<file path="src/design/psm_defs.vh">
// constants for the power saving mode controller
`ifndef PSM_DEFS_VH
`define PSM_DEFS_VH
// axi4-lite register byte addresses
`define PSM_ADDR_MISC_CTRL   8'h00
`define PSM_ADDR_CLK_STATUS  8'h04
`define PSM_ADDR_MODE_STAT   8'h08
`define PSM_ADDR_OPTION      8'h0c
// misc_control_reg fields
`define PSM_SMS_BIT          2
`define PSM_CP_LSB           0
`define PSM_MISC_RESET       3'h0
// main_clock_status_reg fields
`define PSM_OIE_BIT          0
// option register fields
`define PSM_WDG_STOP_BIT     0
// divisors
`define PSM_DIV_RUN          6'h02
`define PSM_DIV_CP0          6'h04
`define PSM_DIV_CP1          6'h08
`define PSM_DIV_CP2          6'h10
`define PSM_DIV_CP3          6'h20
// priority bits
`define PSM_PRIO_LEVEL0      2'h2
`define PSM_PRIO_NONE        2'h3
// halt opcode
`define PSM_HALT_OPCODE      8'h8e
// stabilisation delay, oscillator cycles
`define PSM_STAB_CYCLES      4096
`endif

</file>
<file path="src/design/psm_clk_div.v">
// programmable clock-enable divider for core and peripheral clocks
`timescale 1ns/1ps
`include "psm_defs.vh"
module psm_clk_div #(
    parameter W = 6
) (
    input  wire         aclk,
    input  wire         aresetn,
    input  wire [W-1:0] divisor,
    output reg          tick
);
    reg [W-1:0] cnt_reg;
    always @(posedge aclk) begin
        if (!aresetn) begin
            cnt_reg <= {W{1'b0}};
            tick    <= 1'b0;
        end else if (cnt_reg >= divisor - {{(W-1){1'b0}}, 1'b1}) begin
            cnt_reg <= {W{1'b0}};
            tick    <= 1'b1;
        end else begin
            cnt_reg <= cnt_reg + {{(W-1){1'b0}}, 1'b1};
            tick    <= 1'b0;
        end
    end
endmodule // psm_clk_div

</file>
<file path="src/design/psm_ctrl.v">
// power saving mode controller with axi4-lite registers
`timescale 1ns/1ps
`include "psm_defs.vh"
module psm_ctrl #(
    parameter STAB_CYCLES = `PSM_STAB_CYCLES
) (
    input  wire        aclk,
    input  wire        aresetn,
    // axi4-lite slave
    input  wire [7:0]  s_axi_awaddr,
    input  wire        s_axi_awvalid,
    output wire        s_axi_awready,
    input  wire [31:0] s_axi_wdata,
    input  wire [3:0]  s_axi_wstrb,
    input  wire        s_axi_wvalid,
    output wire        s_axi_wready,
    output reg  [1:0]  s_axi_bresp,
    output reg         s_axi_bvalid,
    input  wire        s_axi_bready,
    input  wire [7:0]  s_axi_araddr,
    input  wire        s_axi_arvalid,
    output wire        s_axi_arready,
    output reg  [31:0] s_axi_rdata,
    output reg  [1:0]  s_axi_rresp,
    output reg         s_axi_rvalid,
    input  wire        s_axi_rready,
    // cpu core side
    input  wire        instr_valid,
    input  wire [7:0]  instr_opcode,
    input  wire        wait_for_interrupt_instr,
    input  wire        irq_pending,
    input  wire        irq_halt_wakeup,
    input  wire        timebase_irq,
    input  wire        irq_is_trap,
    input  wire [1:0]  irq_sw_prio,
    input  wire        irq_ack,
    input  wire        iret_pop,
    input  wire [1:0]  popped_prio,
    input  wire        watchdog_active,
    input  wire        ext_wake_pin,
    output reg  [1:0]  cc_prio,
    output reg         cc_push,
    output reg         core_clk_en,
    output reg         periph_clk_en,
    output reg         timebase_clk_en,
    output reg         osc_enable,
    output reg         cpu_release,
    output reg         watchdog_reset
);
    localparam ST_RUN    = 3'd0;
    localparam ST_WAIT   = 3'd1;
    localparam ST_AHALT  = 3'd2;
    localparam ST_HALT   = 3'd3;
    localparam ST_STAB   = 3'd4;
    localparam ST_RESET  = 3'd5;
    localparam CW        = 13;
    localparam [CW-1:0] STAB_LAST = STAB_CYCLES - 1;

    reg [2:0]    state_reg;
    reg [2:0]    misc_control_reg;
    reg          timebase_irq_enable;
    reg          watchdog_on_stop_option;
    reg [CW-1:0] stab_cnt_reg;
    reg          wake_irq_reg;
    reg          aw_got_reg;
    reg          w_got_reg;
    reg [7:0]    aw_addr_reg;
    reg [31:0]   w_data_reg;
    reg [3:0]    w_strb_reg;
    reg [5:0]    div_sel;
    wire         div_tick;
    wire         ext_wake;
    wire         slow_mode_enable = misc_control_reg[`PSM_SMS_BIT];
    wire [1:0]   slow_freq_select = misc_control_reg[`PSM_CP_LSB +: 2];
    wire         do_write;

    psm_sync u_wake_sync (
        .aclk    (aclk),
        .aresetn (aresetn),
        .d       (ext_wake_pin),
        .q       (ext_wake)
    );

    always @* begin
        if (!slow_mode_enable) begin
            div_sel = `PSM_DIV_RUN;
        end else begin
            case (slow_freq_select)
                2'd0:    div_sel = `PSM_DIV_CP0;
                2'd1:    div_sel = `PSM_DIV_CP1;
                2'd2:    div_sel = `PSM_DIV_CP2;
                default: div_sel = `PSM_DIV_CP3;
            endcase
        end
    end

    psm_clk_div #(.W(6)) u_div (
        .aclk    (aclk),
        .aresetn (aresetn),
        .divisor (div_sel),
        .tick    (div_tick)
    );

    wire halt_instr = instr_valid && (instr_opcode == `PSM_HALT_OPCODE);
    wire wfi_instr  = instr_valid && wait_for_interrupt_instr;
    wire halt_wake  = irq_halt_wakeup || ext_wake;

    // mode state machine
    always @(posedge aclk) begin
        if (!aresetn) begin
            state_reg      <= ST_RESET;
            stab_cnt_reg   <= {CW{1'b0}};
            wake_irq_reg   <= 1'b0;
            watchdog_reset <= 1'b0;
        end else begin
            watchdog_reset <= 1'b0;
            case (state_reg)
                ST_RESET: begin
                    // reset exit waits out the restart delay
                    state_reg    <= ST_STAB;
                    stab_cnt_reg <= {CW{1'b0}};
                end
                ST_RUN: begin
                    if (halt_instr) begin
                        if (timebase_irq_enable) begin
                            state_reg <= ST_AHALT;
                        end else if (watchdog_active && !watchdog_on_stop_option) begin
                            // option bit clear asks for reset instead of halt
                            watchdog_reset <= 1'b1;
                        end else begin
                            state_reg <= ST_HALT;
                        end
                    end else if (wfi_instr) begin
                        state_reg <= ST_WAIT;
                    end
                end
                ST_WAIT: begin
                    if (irq_pending) begin
                        state_reg <= ST_RUN;
                    end
                end
                ST_AHALT: begin
                    if (timebase_irq || halt_wake) begin
                        state_reg <= ST_RUN;
                    end
                end
                ST_HALT: begin
                    if (halt_wake) begin
                        state_reg    <= ST_STAB;
                        stab_cnt_reg <= {CW{1'b0}};
                        wake_irq_reg <= 1'b1;
                    end
                end
                ST_STAB: begin
                    if (stab_cnt_reg == STAB_LAST) begin
                        state_reg    <= ST_RUN;
                        wake_irq_reg <= 1'b0;
                    end else begin
                        stab_cnt_reg <= stab_cnt_reg + {{(CW-1){1'b0}}, 1'b1};
                    end
                end
                default: state_reg <= ST_RUN;
            endcase
        end
    end

    // clock gating outputs
    always @(posedge aclk) begin
        if (!aresetn) begin
            core_clk_en     <= 1'b0;
            periph_clk_en   <= 1'b0;
            timebase_clk_en <= 1'b0;
            osc_enable      <= 1'b1;
            cpu_release     <= 1'b0;
        end else begin
            // cpu gated in wait, peripherals stay
            core_clk_en     <= div_tick && (state_reg == ST_RUN);
            periph_clk_en   <= div_tick && (state_reg == ST_RUN || state_reg == ST_WAIT);
            timebase_clk_en <= div_tick && (state_reg != ST_HALT) && (state_reg != ST_STAB);
            osc_enable      <= (state_reg != ST_HALT) || halt_wake;
            cpu_release     <= (state_reg == ST_RUN);
        end
    end

    // condition code priority bits
    always @(posedge aclk) begin
        if (!aresetn) begin
            cc_prio <= `PSM_PRIO_NONE;
            cc_push <= 1'b0;
        end else begin
            cc_push <= 1'b0;
            if (state_reg == ST_RUN && (halt_instr || wfi_instr)) begin
                cc_prio <= `PSM_PRIO_LEVEL0;
            end else if (irq_ack && state_reg == ST_RUN) begin
                cc_push <= 1'b1;
                cc_prio <= irq_is_trap ? `PSM_PRIO_NONE : irq_sw_prio;
            end else if (iret_pop) begin
                cc_prio <= popped_prio;
            end
        end
    end

    // axi4-lite write path
    assign s_axi_awready = !aw_got_reg && !s_axi_bvalid;
    assign s_axi_wready  = !w_got_reg && !s_axi_bvalid;
    assign do_write      = aw_got_reg && w_got_reg && !s_axi_bvalid;

    always @(posedge aclk) begin
        if (!aresetn) begin
            aw_got_reg              <= 1'b0;
            w_got_reg               <= 1'b0;
            aw_addr_reg             <= 8'h00;
            w_data_reg              <= 32'h00000000;
            w_strb_reg              <= 4'h0;
            s_axi_bvalid            <= 1'b0;
            s_axi_bresp             <= 2'h0;
            misc_control_reg        <= `PSM_MISC_RESET;
            timebase_irq_enable     <= 1'b0;
            watchdog_on_stop_option <= 1'b0;
        end else begin
            if (s_axi_awvalid && s_axi_awready) begin
                aw_got_reg  <= 1'b1;
                aw_addr_reg <= s_axi_awaddr;
            end
            if (s_axi_wvalid && s_axi_wready) begin
                w_got_reg  <= 1'b1;
                w_data_reg <= s_axi_wdata;
                w_strb_reg <= s_axi_wstrb;
            end
            if (do_write) begin
                aw_got_reg   <= 1'b0;
                w_got_reg    <= 1'b0;
                s_axi_bvalid <= 1'b1;
                s_axi_bresp  <= 2'h0;
                case (aw_addr_reg)
                    `PSM_ADDR_MISC_CTRL:
                        if (w_strb_reg[0]) misc_control_reg <= w_data_reg[2:0];
                    `PSM_ADDR_CLK_STATUS:
                        if (w_strb_reg[0]) timebase_irq_enable <= w_data_reg[`PSM_OIE_BIT];
                    `PSM_ADDR_OPTION:
                        if (w_strb_reg[0]) watchdog_on_stop_option <= w_data_reg[`PSM_WDG_STOP_BIT];
                    `PSM_ADDR_MODE_STAT: s_axi_bresp <= 2'h0;
                    default: s_axi_bresp <= 2'h2;
                endcase
            end else if (s_axi_bvalid && s_axi_bready) begin
                s_axi_bvalid <= 1'b0;
            end
        end
    end

    // axi4-lite read path
    assign s_axi_arready = !s_axi_rvalid;

    always @(posedge aclk) begin
        if (!aresetn) begin
            s_axi_rvalid <= 1'b0;
            s_axi_rdata  <= 32'h00000000;
            s_axi_rresp  <= 2'h0;
        end else if (s_axi_arvalid && s_axi_arready) begin
            s_axi_rvalid <= 1'b1;
            s_axi_rresp  <= 2'h0;
            case (s_axi_araddr)
                `PSM_ADDR_MISC_CTRL:  s_axi_rdata <= {29'h0, misc_control_reg};
                `PSM_ADDR_CLK_STATUS: s_axi_rdata <= {31'h0, timebase_irq_enable};
                `PSM_ADDR_MODE_STAT:  s_axi_rdata <= {24'h0, wake_irq_reg, state_reg,
                                                      2'h0, cc_prio};
                `PSM_ADDR_OPTION:     s_axi_rdata <= {31'h0, watchdog_on_stop_option};
                default: begin
                    s_axi_rdata <= 32'h00000000;
                    s_axi_rresp <= 2'h2;
                end
            endcase
        end else if (s_axi_rvalid && s_axi_rready) begin
            s_axi_rvalid <= 1'b0;
        end
    end
endmodule // psm_ctrl

</file>
<file path="src/design/psm_sync.v">
// two-flop synchroniser for pin-level inputs
`timescale 1ns/1ps
module psm_sync (
    input  wire aclk,
    input  wire aresetn,
    input  wire d,
    output reg  q
);
    reg meta_reg;
    always @(posedge aclk) begin
        if (!aresetn) begin
            meta_reg <= 1'b0;
            q        <= 1'b0;
        end else begin
            meta_reg <= d;
            q        <= meta_reg;
        end
    end
endmodule // psm_sync

</file>
<file path="config.mk">
export PLATFORM = sky130hd
export DESIGN_NAME = psm_ctrl
export DESIGN_NICKNAME = d
export VERILOG_FILES = /design/src/design/psm_clk_div.v /design/src/design/psm_ctrl.v /design/src/design/psm_sync.v
export VERILOG_INCLUDE_DIRS = /design/src /design/src/design
export SDC_FILE = /design/constraint.sdc
export NUM_CORES = 1
export LEC_CHECK = 0
export BUFFER_PORTS_ARGS = -buffer_cell sky130_fd_sc_hd__clkbuf_2
export CORE_MARGIN = 2
export CORE_UTILIZATION = 50
export CTS_BUF_LIST = sky130_fd_sc_hd__clkbuf_8
export DETAILED_ROUTE_END_ITERATION = 6
export HOLD_SLACK_MARGIN = 0.03
export PLACE_DENSITY = 0.85
export SLEW_MARGIN = 20
export SYNTH_ARGS = -nofsm -noshare
export SYNTH_HDL_FRONTEND = slang
export SYNTH_HIERARCHICAL = 1
export SYNTH_SLANG_ARGS = --single-unit
</file>
<file path="constraint.sdc">
create_clock -name aclk -period 2.5 [get_ports aclk]
set_clock_uncertainty 0.05 [all_clocks]
set_input_delay 0.375 -clock aclk [delete_from_list [all_inputs] [get_ports aclk]]
set_output_delay 0.375 -clock aclk [all_outputs]
set_load 0.01 [all_outputs]
</file>
==> results.toml <==
[layout]
drive_gt1_share_pct = 21.3
final_cell_mix = "clkbuf_2 (71), dfxtp_1 (65), nor2_1 (44)"
multi_input_area_sq_um = 1650
antennaDiodeCount = 0
largest_reg_flops = 13
stdcell_count = 516
num-fill-cells = 541
fin_area_sq_um = 3630
seq_area_sq_um = 1300
final_nets = 528
final_common_cell = "clkbuf_2"
areaGrowthSynthToFinish_pct = 15.9

[clock_tree]
cts_resized = 0
htreeDepth = 3
clock-sinks = 65
worstSkewPairLatency_ps = 340
cts_setup_buffers = 0
clk_path_buf_depth = 2
cts-buffers-inserted = 9
hold_buffers = 0
tritoncts = "yes"
cts_root_buffer = "clkbuf_8"
clk_pin_slew_ps = 70

[global_routing]
grtUsageMet3_pct = 7.55
top_usage_layer = "met2"
use_met1_pct = 20.4
grtUsageTotal_pct = 19.0
antenna_found_initial = 0
grt_pass1_vias = 2468
gr-total-overflow = 0
grt_max_degree = 35
grt_pass1_wl_mm = 10.7
grtUsageMet2_pct = 33.9

[synth]
ys_ff_latch = 65
synth_ff_type = "dfxtp_1"
synthArstFlopShare_pct = 0
synth_edf_count = 0
syn_avg_cell_area_sq_um = 8.64
syn_inst = 362
yosysSeqAreaShare_pct = 41.6
synth_cell_types = 47
syn_area_sq_um = 3130
yosysWarnings = 6

[route]
drtIter0Drc = 71
drc = 0
drt-total-wl_mm = 6.46
routed_via_density = 5.18
drtPass1Iterations = 5
post_drt_wl_per_cell_microns = 12.5
final_antenna_net_count = 0
routed-via-count = 2674

[sta]
setup_viol = 0
fin_crit_sh_pct = 91.5
fmax_mhz = 437
report.final.slew_viol_count = 0
slew_headroom_pct = 56.8
tns_ps = 0
worst_pin_slew_ps = 643
grt_setup_unrepaired = "false"
final_hold_viol_count = 0
period_needed_ps = 2290
worst_hold_slack_ps = 175

[place]
place_area_sq_um = 3460
portBuffers = 71
place.gp.congestion = 0.828
dp_hpwl_mm = 4.97
place_inst = 501

[hold_path]
worstHoldPathType = "in2reg"
hold_start = "s_axi_rready"

[setup_path]
worstSetupEndpointType = "flip-flop"
critPathSlowestCell = "nor3b_1"
r2r-start = "misc_control_reg[2]$_SDFFE_PN0P_"
crit_fanout = 6
crit_start = "misc_control_reg[2]$_SDFFE_PN0P_"
cp.arrival_ps = 2510
max_stage_delay_ps = 450
required_ps = 2720
crit_chain = "inv_1 -> nor3b_1 -> nor3_2 -> xnor2_1 -> ha_1 -> a21oi_1 -> o21a_1 -> o211ai_1 -> buf_4 -> nor2_1"
path_class = "reg2reg"
cp-start-kind = "flip-flop"

[floorplan]
die_y_microns = 83.1
ios = 131
die_x_microns = 83.1
start_util_pct = 52.2
core-area_sq_um = 5990
rows = 28
dieArea_sq_um = 6900

[pwr]
powerDensity_nw_per_um2 = 586
p_leak_nw = 1.59
irDropWorstVdd_uv = 498
power_mw = 2.12

[flow_run]
cap_violations = 0

[status]
outcome = "finished, final reports clean"
cells by family after synthesis:
group                      synth area share, %
and+or+nand+nor                           28.1
muxes                                     5.24
other                                    0.120
AOI/OAI and AO/OA                         7.68
DFF                                       41.6
buffers and inverters                     8.92
adders and majority gates                 3.60
xor gates and xnor gates                  4.76
report_power, final:
part	internal [mW]	leakage, nW	switching [mW]
logic	0.107	0.966	0.147
clock network	0.392	0.0951	0.364
registers	1.08	0.529	0.0348
total	1.58	1.59	0.545
final cells by class:
cell class                 count  area share, %
clock buffer                  11           4.18
timing repair buffer          74           10.4
tap                           75           2.59
sequential                    65           35.9
inverter                      10           1.04
multi-input combinational    278           45.6
clock inverter                 3          0.311
layer usage:
layer,vias up,part of all wire [%]
li1,1353,-
met1,1233,41
met2,79,50
met3,9,7.3
met4,0,1.2
met5,-,0
cell usage after synthesis (all sizes together), types with 2 or more instances:
master | number | area share (%)
nor2b | 3 | 0.60
xnor2 | 11 | 3.1
nor3 | 13 | 2.2
clkbuf | 9 | 1.1
buf | 28 | 6.6
or2 | 2 | 0.40
a22oi | 4 | 0.96
nand2 | 40 | 4.8
and3b | 2 | 0.56
and2 | 6 | 1.2
xor2 | 6 | 1.7
nor4 | 9 | 2.8
nor3b | 4 | 0.96
nor2 | 44 | 5.3
mux2i | 13 | 4.2
nand4 | 5 | 1.0
ha | 9 | 3.6
inv | 10 | 1.2
o211ai | 2 | 0.48
dfxtp | 65 | 42
nand4b | 3 | 0.84
or4 | 2 | 0.48
or3 | 7 | 1.7
nand2b | 5 | 1.0
o21ai | 8 | 1.3
a21oi | 23 | 3.7
and3 | 6 | 1.2
nand3 | 11 | 1.8
path summary, 6_finish.rpt:
check	slack, ps	to	cells past startpoint
max	210	u_div/cnt_reg[2]$_SDFF_PP0_	10
min	170	s_axi_rvalid$_SDFFE_PN0P_	2
max reg2reg	210	u_div/cnt_reg[2]$_SDFF_PP0_	10
min reg2reg	380	u_wake_sync/q$_SDFF_PN0_	1
critical path: cells and delay by family (launching register included):
family,cells,cell delay (ps)
simple gates,3,650
xor+xnor,1,150
buf+inv,2,290
flops,1,410
fa+ha+maj,1,300
compound gates,3,370
through the flow:
step                      setup WS [ps]  util [%]
after floorplan                     416         -
after global placement              252      57.7
after detailed placement            153      57.7
after CTS                           131      60.4
after global routing               46.1      60.5
final                               213      60.5
(Power assumes the default switching activity.)
